[config.mk]
export PLATFORM = sky130hd
export DESIGN_NAME = ueh_ctrl
export DESIGN_NICKNAME = d
export VERILOG_FILES = /design/src/logic/ueh_pkg.sv /design/src/logic/ueh_tmr_if.sv /design/src/logic/ueh_hs_timer.sv /design/src/logic/ueh_ctrl.sv
export SDC_FILE = /design/constraint.sdc
export NUM_CORES = 1
export LEC_CHECK = 0
export BUFFER_PORTS_ARGS = -buffer_cell sky130_fd_sc_hd__buf_4
export CORE_MARGIN = 2
export CORE_UTILIZATION = 40
export CTS_CLUSTER_DIAMETER = 80
export DETAILED_ROUTE_END_ITERATION = 16
export GPL_TIMING_DRIVEN = 0
export RECOVER_POWER = 50
export REMOVE_ABC_BUFFERS = 1
export SLEW_MARGIN = 20
export SYNTH_ARGS = -nofsm -noshare
export SYNTH_HDL_FRONTEND = slang
export SYNTH_SLANG_ARGS = --single-unit
[constraint.sdc]
create_clock -name clk -period 7.1 [get_ports clk]
set_input_delay 1.775 -clock clk [delete_from_list [all_inputs] [get_ports clk]]
set_output_delay 1.775 -clock clk [all_outputs]
set_load 0.01 [all_outputs]
[src/logic/ueh_pkg.sv]
// Constants, register map and encodings for the endpoint handshake controller.
// Assumes a 20 MHz system clock and word-addressed Avalon-MM register access.
package ueh_pkg;

	// Clock and handshake wait time-out (full-speed turnaround, 18 bit times)
	localparam int CLK_NS = 50;
	localparam int HS_TIMEOUT_NS = 1500;
	localparam int HS_TIMEOUT_CYC = (HS_TIMEOUT_NS / CLK_NS < 1) ? 1 : HS_TIMEOUT_NS / CLK_NS;

	// Register word addresses
	localparam logic [3:0] REG_SEL = 4'h0;
	localparam logic [3:0] REG_CMD = 4'h1;
	localparam logic [3:0] REG_STAT = 4'h2;
	localparam logic [3:0] REG_IRQ = 4'h3;
	localparam logic [3:0] REG_CFG = 4'h4;

	// Select register fields
	localparam int SEL_NUM_LSB = 0;
	localparam int SEL_DIR_BIT = 4;
	localparam int SEL_BIT = 5;
	// Command register fields (write-only strobes)
	localparam int CMD_HALT_SET = 0;
	localparam int CMD_HALT_CLR = 1;
	localparam int CMD_EN_SET = 2;
	localparam int CMD_FIFO_CLR = 3;
	// Status register fields
	localparam int STAT_ACK = 0;
	localparam int STAT_NAK = 1;
	localparam int STAT_STALL = 2;
	localparam int STAT_HALT = 3;
	localparam int STAT_EN = 4;
	localparam int STAT_TXE = 5;
	// Interrupt source: receive bits from 0, transmit bits from 16
	localparam int IRQ_TX_LSB = 16;
	// Configuration fields
	localparam int CFG_NAK_EN = 0;

	// Reset values
	localparam logic [31:0] RST_RDATA = 32'h0000_0000;
	localparam logic [3:0] RST_SEL_NUM = 4'h0;
	localparam logic RST_NAK_EN = 1'b0;

	// Latched handshake status codes {stall, nak, ack}
	localparam logic [2:0] ST_NONE = 3'h0;
	localparam logic [2:0] ST_ACK = 3'h1;
	localparam logic [2:0] ST_NAK = 3'h2;
	localparam logic [2:0] ST_STALL = 3'h4;

	typedef enum logic [1:0] {
		UEH_HS_ACK = 2'h0,
		UEH_HS_NAK = 2'h1,
		UEH_HS_STALL = 2'h2
	} ueh_hs_t;

	typedef enum logic [3:0] {
		UEH_IDLE = 4'b0001,
		UEH_OUT = 4'b0010,
		UEH_TX = 4'b0100,
		UEH_HSW = 4'b1000
	} ueh_state_t;

endpackage

[src/logic/ueh_tmr_if.sv]
// Link between the transaction controller and its handshake wait timer.
// Assumes both ends share one clock.
`timescale 1ns/1ps
interface ueh_tmr_if;
	logic start;
	logic expired;
	modport ctrl (output start, input expired);
	modport tmr (input start, output expired);
endinterface

[src/logic/ueh_hs_timer.sv]
// Handshake wait timer: counts the wait after an IN data packet.
// Assumes start is a one-cycle pulse from the controller.
`timescale 1ns/1ps
module ueh_hs_timer
	import ueh_pkg::*;
#(
	parameter int CYC = HS_TIMEOUT_CYC
) (
	input wire logic clk,
	input wire logic arst_n,
	ueh_tmr_if.tmr tif
);
	localparam int TW = $clog2(CYC + 1);

	typedef struct packed {
		logic [TW-1:0] cnt;
		logic run;
		logic expired;
	} ueh_tmr_t;

	ueh_tmr_t q, d;

	always_comb begin
		d = q;
		d.expired = 1'b0;
		if (tif.start) begin
			d.cnt = TW'(CYC - 1);
			d.run = 1'b1;
		end else if (q.run) begin
			if (q.cnt == '0) begin
				d.run = 1'b0;
				d.expired = 1'b1; // see RULE25
			end else begin
				d.cnt = q.cnt - TW'(1);
			end
		end
	end

	always_ff @(posedge clk or negedge arst_n) begin
		if (!arst_n) begin
			q <= '0;
		end else begin
			q <= d;
		end
	end

	assign tif.expired = q.expired;
endmodule

[src/logic/ueh_ctrl.sv]
// Endpoint handshake controller: non-isochronous OUT error handling and IN path.
// Assumes a USB protocol engine delivering decoded token/packet events,
// external endpoint FIFOs, and an Avalon-MM master on the register port.
`timescale 1ns/1ps

// Summary of operation
// RULE1: Halted or request-error OUT gets STALL, irq
// RULE2: Halt outranks buffer enable on OUT
// RULE3: Stalled OUT clears enable and flushes FIFO
// RULE4: Software clears irq bit, then selects endpoint
// RULE5: Deselect clears latched status, rearms recording
// RULE6: Software halt needs halt-clear plus enable-set
// RULE7: Packet error or overrun: silent, enable kept
// RULE8: FIFO clear during OUT data: no handshake
// RULE9: Toggle mismatch: ACK, discard, no irq
// RULE10: Software reads no more than byte count
// RULE11: Enabled IN sends FIFO, zero-length when empty
// RULE12: Software loads FIFO, enables, then deselects
// RULE13: Host ACK on IN: irq, ACK status
// RULE14: IN with enable clear answers NAK
// RULE15: IN NAK reported only when notify enabled
// RULE16: IN NAK keeps transmit FIFO intact
// RULE17: Halted IN always STALL with irq
// RULE18: Software sets and clears halt on selection
// RULE19: Separate halts per direction, endpoint 0 shared
// RULE20: Corrupt IN token ignored, no irq
// RULE21: FIFO clear during IN data forces stuff error
// RULE22: No host handshake: time-out, data kept
// RULE23: ACKed OUT clears buffer enable
// RULE24: OUT with enable clear answers NAK
// RULE25: Handshake wait follows full-speed turnaround limit
module ueh_ctrl
	import ueh_pkg::*;
#(
	parameter int NUM_EP = 16,
	parameter int HS_CYC = HS_TIMEOUT_CYC
) (
	input wire logic clk,
	input wire logic arst_n,
	input wire logic [3:0] avs_address,
	input wire logic avs_read,
	input wire logic avs_write,
	input wire logic [31:0] avs_writedata,
	output logic [31:0] avs_readdata,
	output logic avs_waitrequest,
	input wire logic tok_valid,
	input wire logic tok_in,
	input wire logic [3:0] tok_ep,
	input wire logic tok_err,
	input wire logic ctl_req_err,
	input wire logic rx_data_end,
	input wire logic rx_data_err,
	input wire logic rx_overrun,
	input wire logic rx_pid_mismatch,
	input wire logic tx_data_done,
	input wire logic host_ack,
	input wire logic tx_fifo_empty,
	output logic hs_valid,
	output logic [1:0] hs_code,
	output logic tx_start,
	output logic tx_zero_len,
	output logic tx_stuff_err,
	output logic tx_commit,
	output logic tx_rewind,
	output logic tx_flush,
	output logic rx_accept,
	output logic rx_commit,
	output logic rx_flush,
	output logic ep_irq
);
	typedef struct packed {
		ueh_state_t st;
		logic [3:0] ep;
		logic stall;
		logic en;
		logic clr_seen;
		logic [NUM_EP-1:0] halt_rx;
		logic [NUM_EP-1:0] halt_tx;
		logic [NUM_EP-1:0] en_rx;
		logic [NUM_EP-1:0] en_tx;
		logic [NUM_EP-1:0] irq_rx;
		logic [NUM_EP-1:0] irq_tx;
		logic [NUM_EP-1:0][2:0] stat_rx;
		logic [NUM_EP-1:0][2:0] stat_tx;
		logic [3:0] sel_num;
		logic sel_dir;
		logic sel_bit;
		logic nak_en;
		logic waitreq;
		logic [31:0] rdata;
		logic irq;
		logic hs_valid;
		logic [1:0] hs_code;
		logic tx_start;
		logic tx_zero;
		logic tx_stuff;
		logic tx_commit;
		logic tx_rewind;
		logic tx_flush;
		logic rx_accept;
		logic rx_commit;
		logic rx_flush;
	} ueh_ctrl_t;

	ueh_ctrl_t q, d;
	ueh_tmr_if tif ();

	// Halt lookup; endpoint 0 keeps one halt for both directions
	function automatic logic is_halted(input logic [NUM_EP-1:0] hr, input logic [NUM_EP-1:0] ht,
			input logic [3:0] e, input logic dir);
		if (e == 4'h0) begin
			is_halted = hr[0]; // see RULE19
		end else if (dir) begin
			is_halted = ht[e];
		end else begin
			is_halted = hr[e];
		end
	endfunction

	// Record a new status only while none is latched
	function automatic logic [2:0] rec(input logic [2:0] cur, input logic [2:0] code);
		rec = (cur == ST_NONE) ? code : cur; // see RULE5
	endfunction

	logic bus_req;
	logic bus_do;
	logic [31:0] rd_val;

	assign bus_req = avs_read | avs_write;
	assign bus_do = bus_req & ~q.waitreq;

	always_comb begin
		rd_val = RST_RDATA;
		if (avs_address == REG_SEL) begin
			rd_val[SEL_NUM_LSB +: 4] = q.sel_num;
			rd_val[SEL_DIR_BIT] = q.sel_dir;
			rd_val[SEL_BIT] = q.sel_bit;
		end else if (avs_address == REG_STAT) begin
			if (q.sel_dir) begin
				rd_val[STAT_STALL:STAT_ACK] = q.stat_tx[q.sel_num];
				rd_val[STAT_EN] = q.en_tx[q.sel_num];
			end else begin
				rd_val[STAT_STALL:STAT_ACK] = q.stat_rx[q.sel_num];
				rd_val[STAT_EN] = q.en_rx[q.sel_num];
			end
			rd_val[STAT_HALT] = is_halted(q.halt_rx, q.halt_tx, q.sel_num, q.sel_dir);
			rd_val[STAT_TXE] = tx_fifo_empty;
		end else if (avs_address == REG_IRQ) begin
			rd_val[NUM_EP-1:0] = q.irq_rx;
			rd_val[IRQ_TX_LSB +: NUM_EP] = q.irq_tx;
		end else if (avs_address == REG_CFG) begin
			rd_val[CFG_NAK_EN] = q.nak_en;
		end
	end

	always_comb begin
		d = q;
		d.hs_valid = 1'b0;
		d.tx_start = 1'b0;
		d.tx_stuff = 1'b0;
		d.tx_commit = 1'b0;
		d.tx_rewind = 1'b0;
		d.tx_flush = 1'b0;
		d.rx_commit = 1'b0;
		d.rx_flush = 1'b0;
		tif.start = 1'b0;

		// One wait state per access; the access acts at the edge waitrequest is seen low
		if (bus_req && q.waitreq) begin
			d.waitreq = 1'b0;
			d.rdata = rd_val;
		end else begin
			d.waitreq = 1'b1;
		end

		// Software side, applied first so hardware events below win, but a FIFO clear overrides a same-cycle data end
		if (bus_do && avs_write) begin
			if (avs_address == REG_SEL) begin
				if (q.sel_bit && !avs_writedata[SEL_BIT]) begin
					if (q.sel_dir) begin
						d.stat_tx[q.sel_num] = ST_NONE; // see RULE5
					end else begin
						d.stat_rx[q.sel_num] = ST_NONE; // see RULE5
					end
				end
				d.sel_num = avs_writedata[SEL_NUM_LSB +: 4];
				d.sel_dir = avs_writedata[SEL_DIR_BIT];
				d.sel_bit = avs_writedata[SEL_BIT];
			end else if (avs_address == REG_CMD && q.sel_bit) begin
				if (avs_writedata[CMD_HALT_SET]) begin
					if (q.sel_num == 4'h0 || !q.sel_dir) begin
						d.halt_rx[q.sel_num] = 1'b1; // see RULE18
					end else begin
						d.halt_tx[q.sel_num] = 1'b1; // see RULE19
					end
				end
				if (avs_writedata[CMD_HALT_CLR]) begin
					if (q.sel_num == 4'h0 || !q.sel_dir) begin
						d.halt_rx[q.sel_num] = 1'b0; // see RULE18
					end else begin
						d.halt_tx[q.sel_num] = 1'b0; // see RULE19
					end
				end
				if (avs_writedata[CMD_EN_SET]) begin
					if (q.sel_dir) begin
						d.en_tx[q.sel_num] = 1'b1;
					end else begin
						d.en_rx[q.sel_num] = 1'b1;
					end
				end
				if (avs_writedata[CMD_FIFO_CLR]) begin
					if (q.sel_dir) begin
						d.tx_flush = 1'b1;
						if (q.st == UEH_TX && q.ep == q.sel_num) begin
							d.tx_stuff = 1'b1; // see RULE21
							d.st = UEH_IDLE;
						end
					end else begin
						d.rx_flush = 1'b1;
						if (q.st == UEH_OUT && q.ep == q.sel_num) begin
							d.clr_seen = 1'b1; // see RULE8
						end
					end
				end
			end else if (avs_address == REG_IRQ) begin
				d.irq_rx = q.irq_rx & ~avs_writedata[NUM_EP-1:0];
				d.irq_tx = q.irq_tx & ~avs_writedata[IRQ_TX_LSB +: NUM_EP];
			end else if (avs_address == REG_CFG) begin
				d.nak_en = avs_writedata[CFG_NAK_EN];
			end
		end

		// USB transaction sequencing
		case (q.st)
			UEH_IDLE: begin
				if (tok_valid && !tok_err) begin // see RULE20
					d.ep = tok_ep;
					d.stall = is_halted(q.halt_rx, q.halt_tx, tok_ep, tok_in) | (ctl_req_err && tok_ep == 4'h0);
					d.en = tok_in ? q.en_tx[tok_ep] : q.en_rx[tok_ep];
					d.clr_seen = 1'b0;
					if (!tok_in) begin
						d.rx_accept = d.en & ~d.stall; // see RULE2
						d.st = UEH_OUT;
					end else if (d.stall) begin
						d.hs_valid = 1'b1;
						d.hs_code = UEH_HS_STALL; // see RULE17
						d.stat_tx[tok_ep] = rec(d.stat_tx[tok_ep], ST_STALL);
						d.irq_tx[tok_ep] = 1'b1;
					end else if (!d.en) begin
						d.hs_valid = 1'b1;
						d.hs_code = UEH_HS_NAK; // see RULE14, RULE16
						if (q.nak_en) begin
							d.stat_tx[tok_ep] = rec(d.stat_tx[tok_ep], ST_NAK); // see RULE15
							d.irq_tx[tok_ep] = 1'b1;
						end
					end else begin
						d.tx_start = 1'b1;
						d.tx_zero = tx_fifo_empty; // see RULE11
						d.st = UEH_TX;
					end
				end
			end
			UEH_OUT: begin
				if (rx_data_end) begin
					d.rx_accept = 1'b0;
					d.st = UEH_IDLE;
					if (rx_data_err || rx_overrun || d.clr_seen) begin
						d.rx_flush = 1'b1; // see RULE7
					end else if (q.stall) begin
						d.hs_valid = 1'b1;
						d.hs_code = UEH_HS_STALL; // see RULE1
						d.stat_rx[q.ep] = rec(d.stat_rx[q.ep], ST_STALL);
						d.irq_rx[q.ep] = 1'b1;
						if (q.en_rx[q.ep]) begin
							d.en_rx[q.ep] = 1'b0; // see RULE3
							d.rx_flush = 1'b1;
						end
					end else if (rx_pid_mismatch) begin
						d.hs_valid = 1'b1;
						d.hs_code = UEH_HS_ACK; // see RULE9
						d.rx_flush = 1'b1;
					end else if (!q.en) begin
						d.hs_valid = 1'b1;
						d.hs_code = UEH_HS_NAK; // see RULE24
						if (q.nak_en) begin
							d.stat_rx[q.ep] = rec(d.stat_rx[q.ep], ST_NAK);
							d.irq_rx[q.ep] = 1'b1;
						end
					end else begin
						d.hs_valid = 1'b1;
						d.hs_code = UEH_HS_ACK;
						d.rx_commit = 1'b1;
						d.en_rx[q.ep] = 1'b0; // see RULE23
						d.stat_rx[q.ep] = rec(d.stat_rx[q.ep], ST_ACK);
						d.irq_rx[q.ep] = 1'b1;
					end
				end
			end
			UEH_TX: begin
				if (tx_data_done && !d.tx_stuff) begin
					tif.start = 1'b1; // see RULE25
					d.st = UEH_HSW;
				end
			end
			UEH_HSW: begin
				if (host_ack) begin
					d.tx_commit = 1'b1; // see RULE13
					d.en_tx[q.ep] = 1'b0;
					d.stat_tx[q.ep] = rec(d.stat_tx[q.ep], ST_ACK);
					d.irq_tx[q.ep] = 1'b1;
					d.st = UEH_IDLE;
				end else if (tif.expired) begin
					d.tx_rewind = 1'b1; // see RULE22
					d.st = UEH_IDLE;
				end
			end
			default: begin
				d.st = UEH_IDLE;
			end
		endcase

		d.irq = |{d.irq_rx, d.irq_tx};
	end

	always_ff @(posedge clk or negedge arst_n) begin
		if (!arst_n) begin
			q <= '0;
			q.st <= UEH_IDLE;
			q.sel_num <= RST_SEL_NUM;
			q.nak_en <= RST_NAK_EN;
			q.waitreq <= 1'b1;
			q.rdata <= RST_RDATA;
			q.hs_code <= UEH_HS_ACK;
		end else begin
			q <= d;
		end
	end

	ueh_hs_timer #(
		.CYC(HS_CYC)
	) u_timer (
		.clk(clk),
		.arst_n(arst_n),
		.tif(tif)
	);

	assign avs_readdata = q.rdata;
	assign avs_waitrequest = q.waitreq;
	assign hs_valid = q.hs_valid;
	assign hs_code = q.hs_code;
	assign tx_start = q.tx_start;
	assign tx_zero_len = q.tx_zero;
	assign tx_stuff_err = q.tx_stuff;
	assign tx_commit = q.tx_commit;
	assign tx_rewind = q.tx_rewind;
	assign tx_flush = q.tx_flush;
	assign rx_accept = q.rx_accept;
	assign rx_commit = q.rx_commit;
	assign rx_flush = q.rx_flush;
	assign ep_irq = q.irq;
endmodule

==> results.toml <==
[worst_setup_path]
crit_chain = "clkbuf_1 > nor4_4 > buf_8 > buf_4 > nand3_1 > o21ai_0 > a2111o_1 > nor4b_1 > nor3b_2 > o21ai_2 > o221ai_1"
rr_worst_depth = 8
cp_max_fo = 16
cp.arrival_ns = 6.58
required_ns = 7.46
path_delay_family = "compound AO/OA/AOI/OAI gates"
crit_buf_inv = 3
critical_path_class = "input port to flip-flop"
rr_endpoint = "q[88]"
start_kind = "input port"
critPathSlowestCell = "nor4b_1"
endpoint_kind = "flip-flop"
timing.reg2reg.setup_slack_ns = 2.06
r2r-start = "avs_waitrequest"
slowest_delay_ns = 0.96

[synthesis]
synth_area_um2 = 16200
synth-edff-count = 0
synth-seq-cells = 263
ys_warn_count = 0
ys.flop_type = "dfrtp_1"
async_flop_share_pct = 100
synthCells = 1684
yosys.area.top_type_share_pct = 40.4
syn_avg_cell_area_um2 = 9.60
yosys.area.top_type = "dfrtp_1"
ys_types = 107
ys_seq_area_share_pct = 40.7
synthTopCellsByArea = "dfrtp_1 (40%), mux4_2 (9.2%), a21oi_1 (5.8%)"

[placed_design]
gp_congestion = 0.994
dp_cells = 2164
place_area_um2 = 17200
pre_cts_slack_ns = 0.999
io_buffers = 100
hpwl_um = 48700

[clock_network]
post_cts_resized = 0
cts_setup_buffers = 0
cts.sinks = 263
cts_buffers = 34
htree_num_levels = 2
clk_path_buf_depth = 3
clk_pin_slew_ns = 0.06
cts_root_buf = "clkbuf_16"
worstSkewPairLatency_ns = 0.54
cts_tree = "done"
hold_buffers = 0

[die]
core_area_um2 = 39800
dieHeight_um = 205
die_w_um = 205
start_util_pct = 40.6
dieArea_um2 = 42000
rows = 73
ioPinCount = 101

[timing]
whs_ns = 0.397
finalHoldViolations = 0
drv_slew = 235
min_period_ns = 6.21
fin_crit_sh_pct = 87.5
slew_headroom_pct = -79.7
tightest_slew_ns = 2.67
max_freq_ghz = 0.161
setup_violations = 0
setup-tns-final_ns = 0
clock_skew_ns = 0.0225
timing.final.ws_setup_ns = 0.888
rsz0062_at_grt = "false"

[cells_and_area]
nFillCells = 3810
drive_gt1_share_pct = 19.9
syn_to_final_growth_pct = 13.1
layout.cells.non_filler = 2223
multi_input_area_um2 = 8700
fin_nets = 1732
fin_area_um2 = 18300
seq_area_um2 = 6600

[grt]
antenna_found_initial = 1
grt_overflow = 0
grt_pass1_vias = 14644
grt_pass1_wl_um = 99400
grtUsageTotal_pct = 32.1
grt_max_degree = 87

[route]
wirelength_um = 67200
avgRoutedWirePerCell_um = 30.2
routed_via_density = 6.76
first_iter_violations = 1869
antenna_left = 0
dr.pass1.iters = 6
vias = 15032
remaining_drc_errors = 0

[power_and_ir_drop]
max-vdd-ir-drop_mv = 0.223
powerDensity_nw_per_um2 = 255
p_leak_nw = 7.49

[outcome]
violations = "max-capacitance violations, max-slew violations"
outcome = "finished, violations left"

[hold_path]
whs_path_depth = 0
hold_path_class = "flip-flop to flip-flop"
min_to = "q[213]"
hold_start = "q[213]"

[flow_run]
maxCapViolations = 4
-- final cells by class --
type                       count  area share [%]
clock inverter                10           0.780
inverter                      26           0.534
tap                          525            3.59
multi-input combinational   1227            47.6
clock buffer                  48            5.51
antenna                        1          0.0137
sequential                   263            36.1
timing repair buffer         123            5.83
-- cells in the final DEF, fill, tap and decap left out, types with 14 or more instances in the layout --
cell / n
a22oi_1: 24
o21ai_0: 101
mux2i_1: 29
a21oi_1: 187
nand3_1: 40
nand2_1: 242
o41ai_1: 14
nor2_1: 109
nor3_1: 16
dfrtp_1: 254
nand4_1: 34
nand2b_1: 15
o22ai_1: 27
mux4_2: 66
buf_4: 98
inv_1: 24
clkbuf_16: 37
-- per-stage QoR --
stage / utilization (%) / total power, mW
2_1_floorplan: - / 2.32
3_3_place_gp: 41.8 / 2.77
3_5_place_dp: 43.2 / 2.85
4_1_cts: 46.1 / 4.66
5_1_grt: 45.9 / 4.80
6_report: 45.9 / 4.66
-- flip-flops by register name (all words and copies together), names as in the netlist --
signal / flops
u_timer.tif.expired: 1
rx_flush: 1
hs_code: 2
q: 210
rx_accept: 1
hs_valid: 1
tx_rewind: 1
tx_zero_len: 1
avs_readdata: 32
tx_flush: 1
tx_stuff_err: 1
tx_commit: 1
u_timer.q: 6
avs_waitrequest: 1
tx_start: 1
ep_irq: 1
rx_commit: 1
-- report_power, final --
group	switching, mW	internal (mW)	total (mW)
logic	0.687	0.383	1.07
registers	0.199	1.58	1.78
clock network	0.712	1.10	1.81
total	1.60	3.06	4.66
-- cells by family (layout without fill, tap and decap cells) --
kind of cell             after synthesis  after routing  share of synthesized area (%)
multiplexers                         107            107                           11.8
buffers and inverters                194            207                           6.22
flip-flops                           263            263                           40.7
adder cells (fa/ha/maj)                2              2                          0.155
AO/OA/AOI/OAI                        531            531                           22.2
other                                  0              1                              0
AND/OR/NAND/NOR                      577            577                           18.3
XOR/XNOR                              10             10                          0.542
-- how the worst max path moves through the flow --
stage                    from               to  slack (ns)  depth (start not counted)
4_1_cts             avs_write            q[88]        1.52                          9
3_5_place_dp        avs_write            q[88]         1.0                          9
6_report       avs_address[1]            q[88]        0.89                         11
2_1_floorplan       avs_write  avs_readdata[0]        1.79                          2
3_3_place_gp            q[49]            q[91]       -1.83                          8
5_1_grt        avs_address[1]            q[91]        0.81                         11
-- worst reg2reg max path: cells and delay by family, from the launching register on --
kind	cells	cell delay, ns
simple gates	4	2.36
compound gates	4	1.92
flops	1	0.59
-- routing by layer --
| metal | routed length [um] | part of all wire (%) | track usage, % |
|---|---|---|---|
| met1 | 26700 | 40 | 43.6 |
| met2 | 28800 | 43 | 47.3 |
| met3 | 8290 | 12 | 9.66 |
| met4 | 3430 | 5.1 | 14.3 |
| met5 | 0 | 0 | 0 |
-- cell usage after synthesis, types with 25 or more instances --
master and n:
a21oi_1 188, buf_2 34, buf_4 44, clkbuf_1 65, dfrtp_1 261, inv_1 25, mux2i_1 29, mux4_2 66
nand2_1 242, nand3_1 40, nand4_1 34, nor2_1 109, o21ai_0 101, o22ai_1 27
Power figures use the tool's default switching activity.
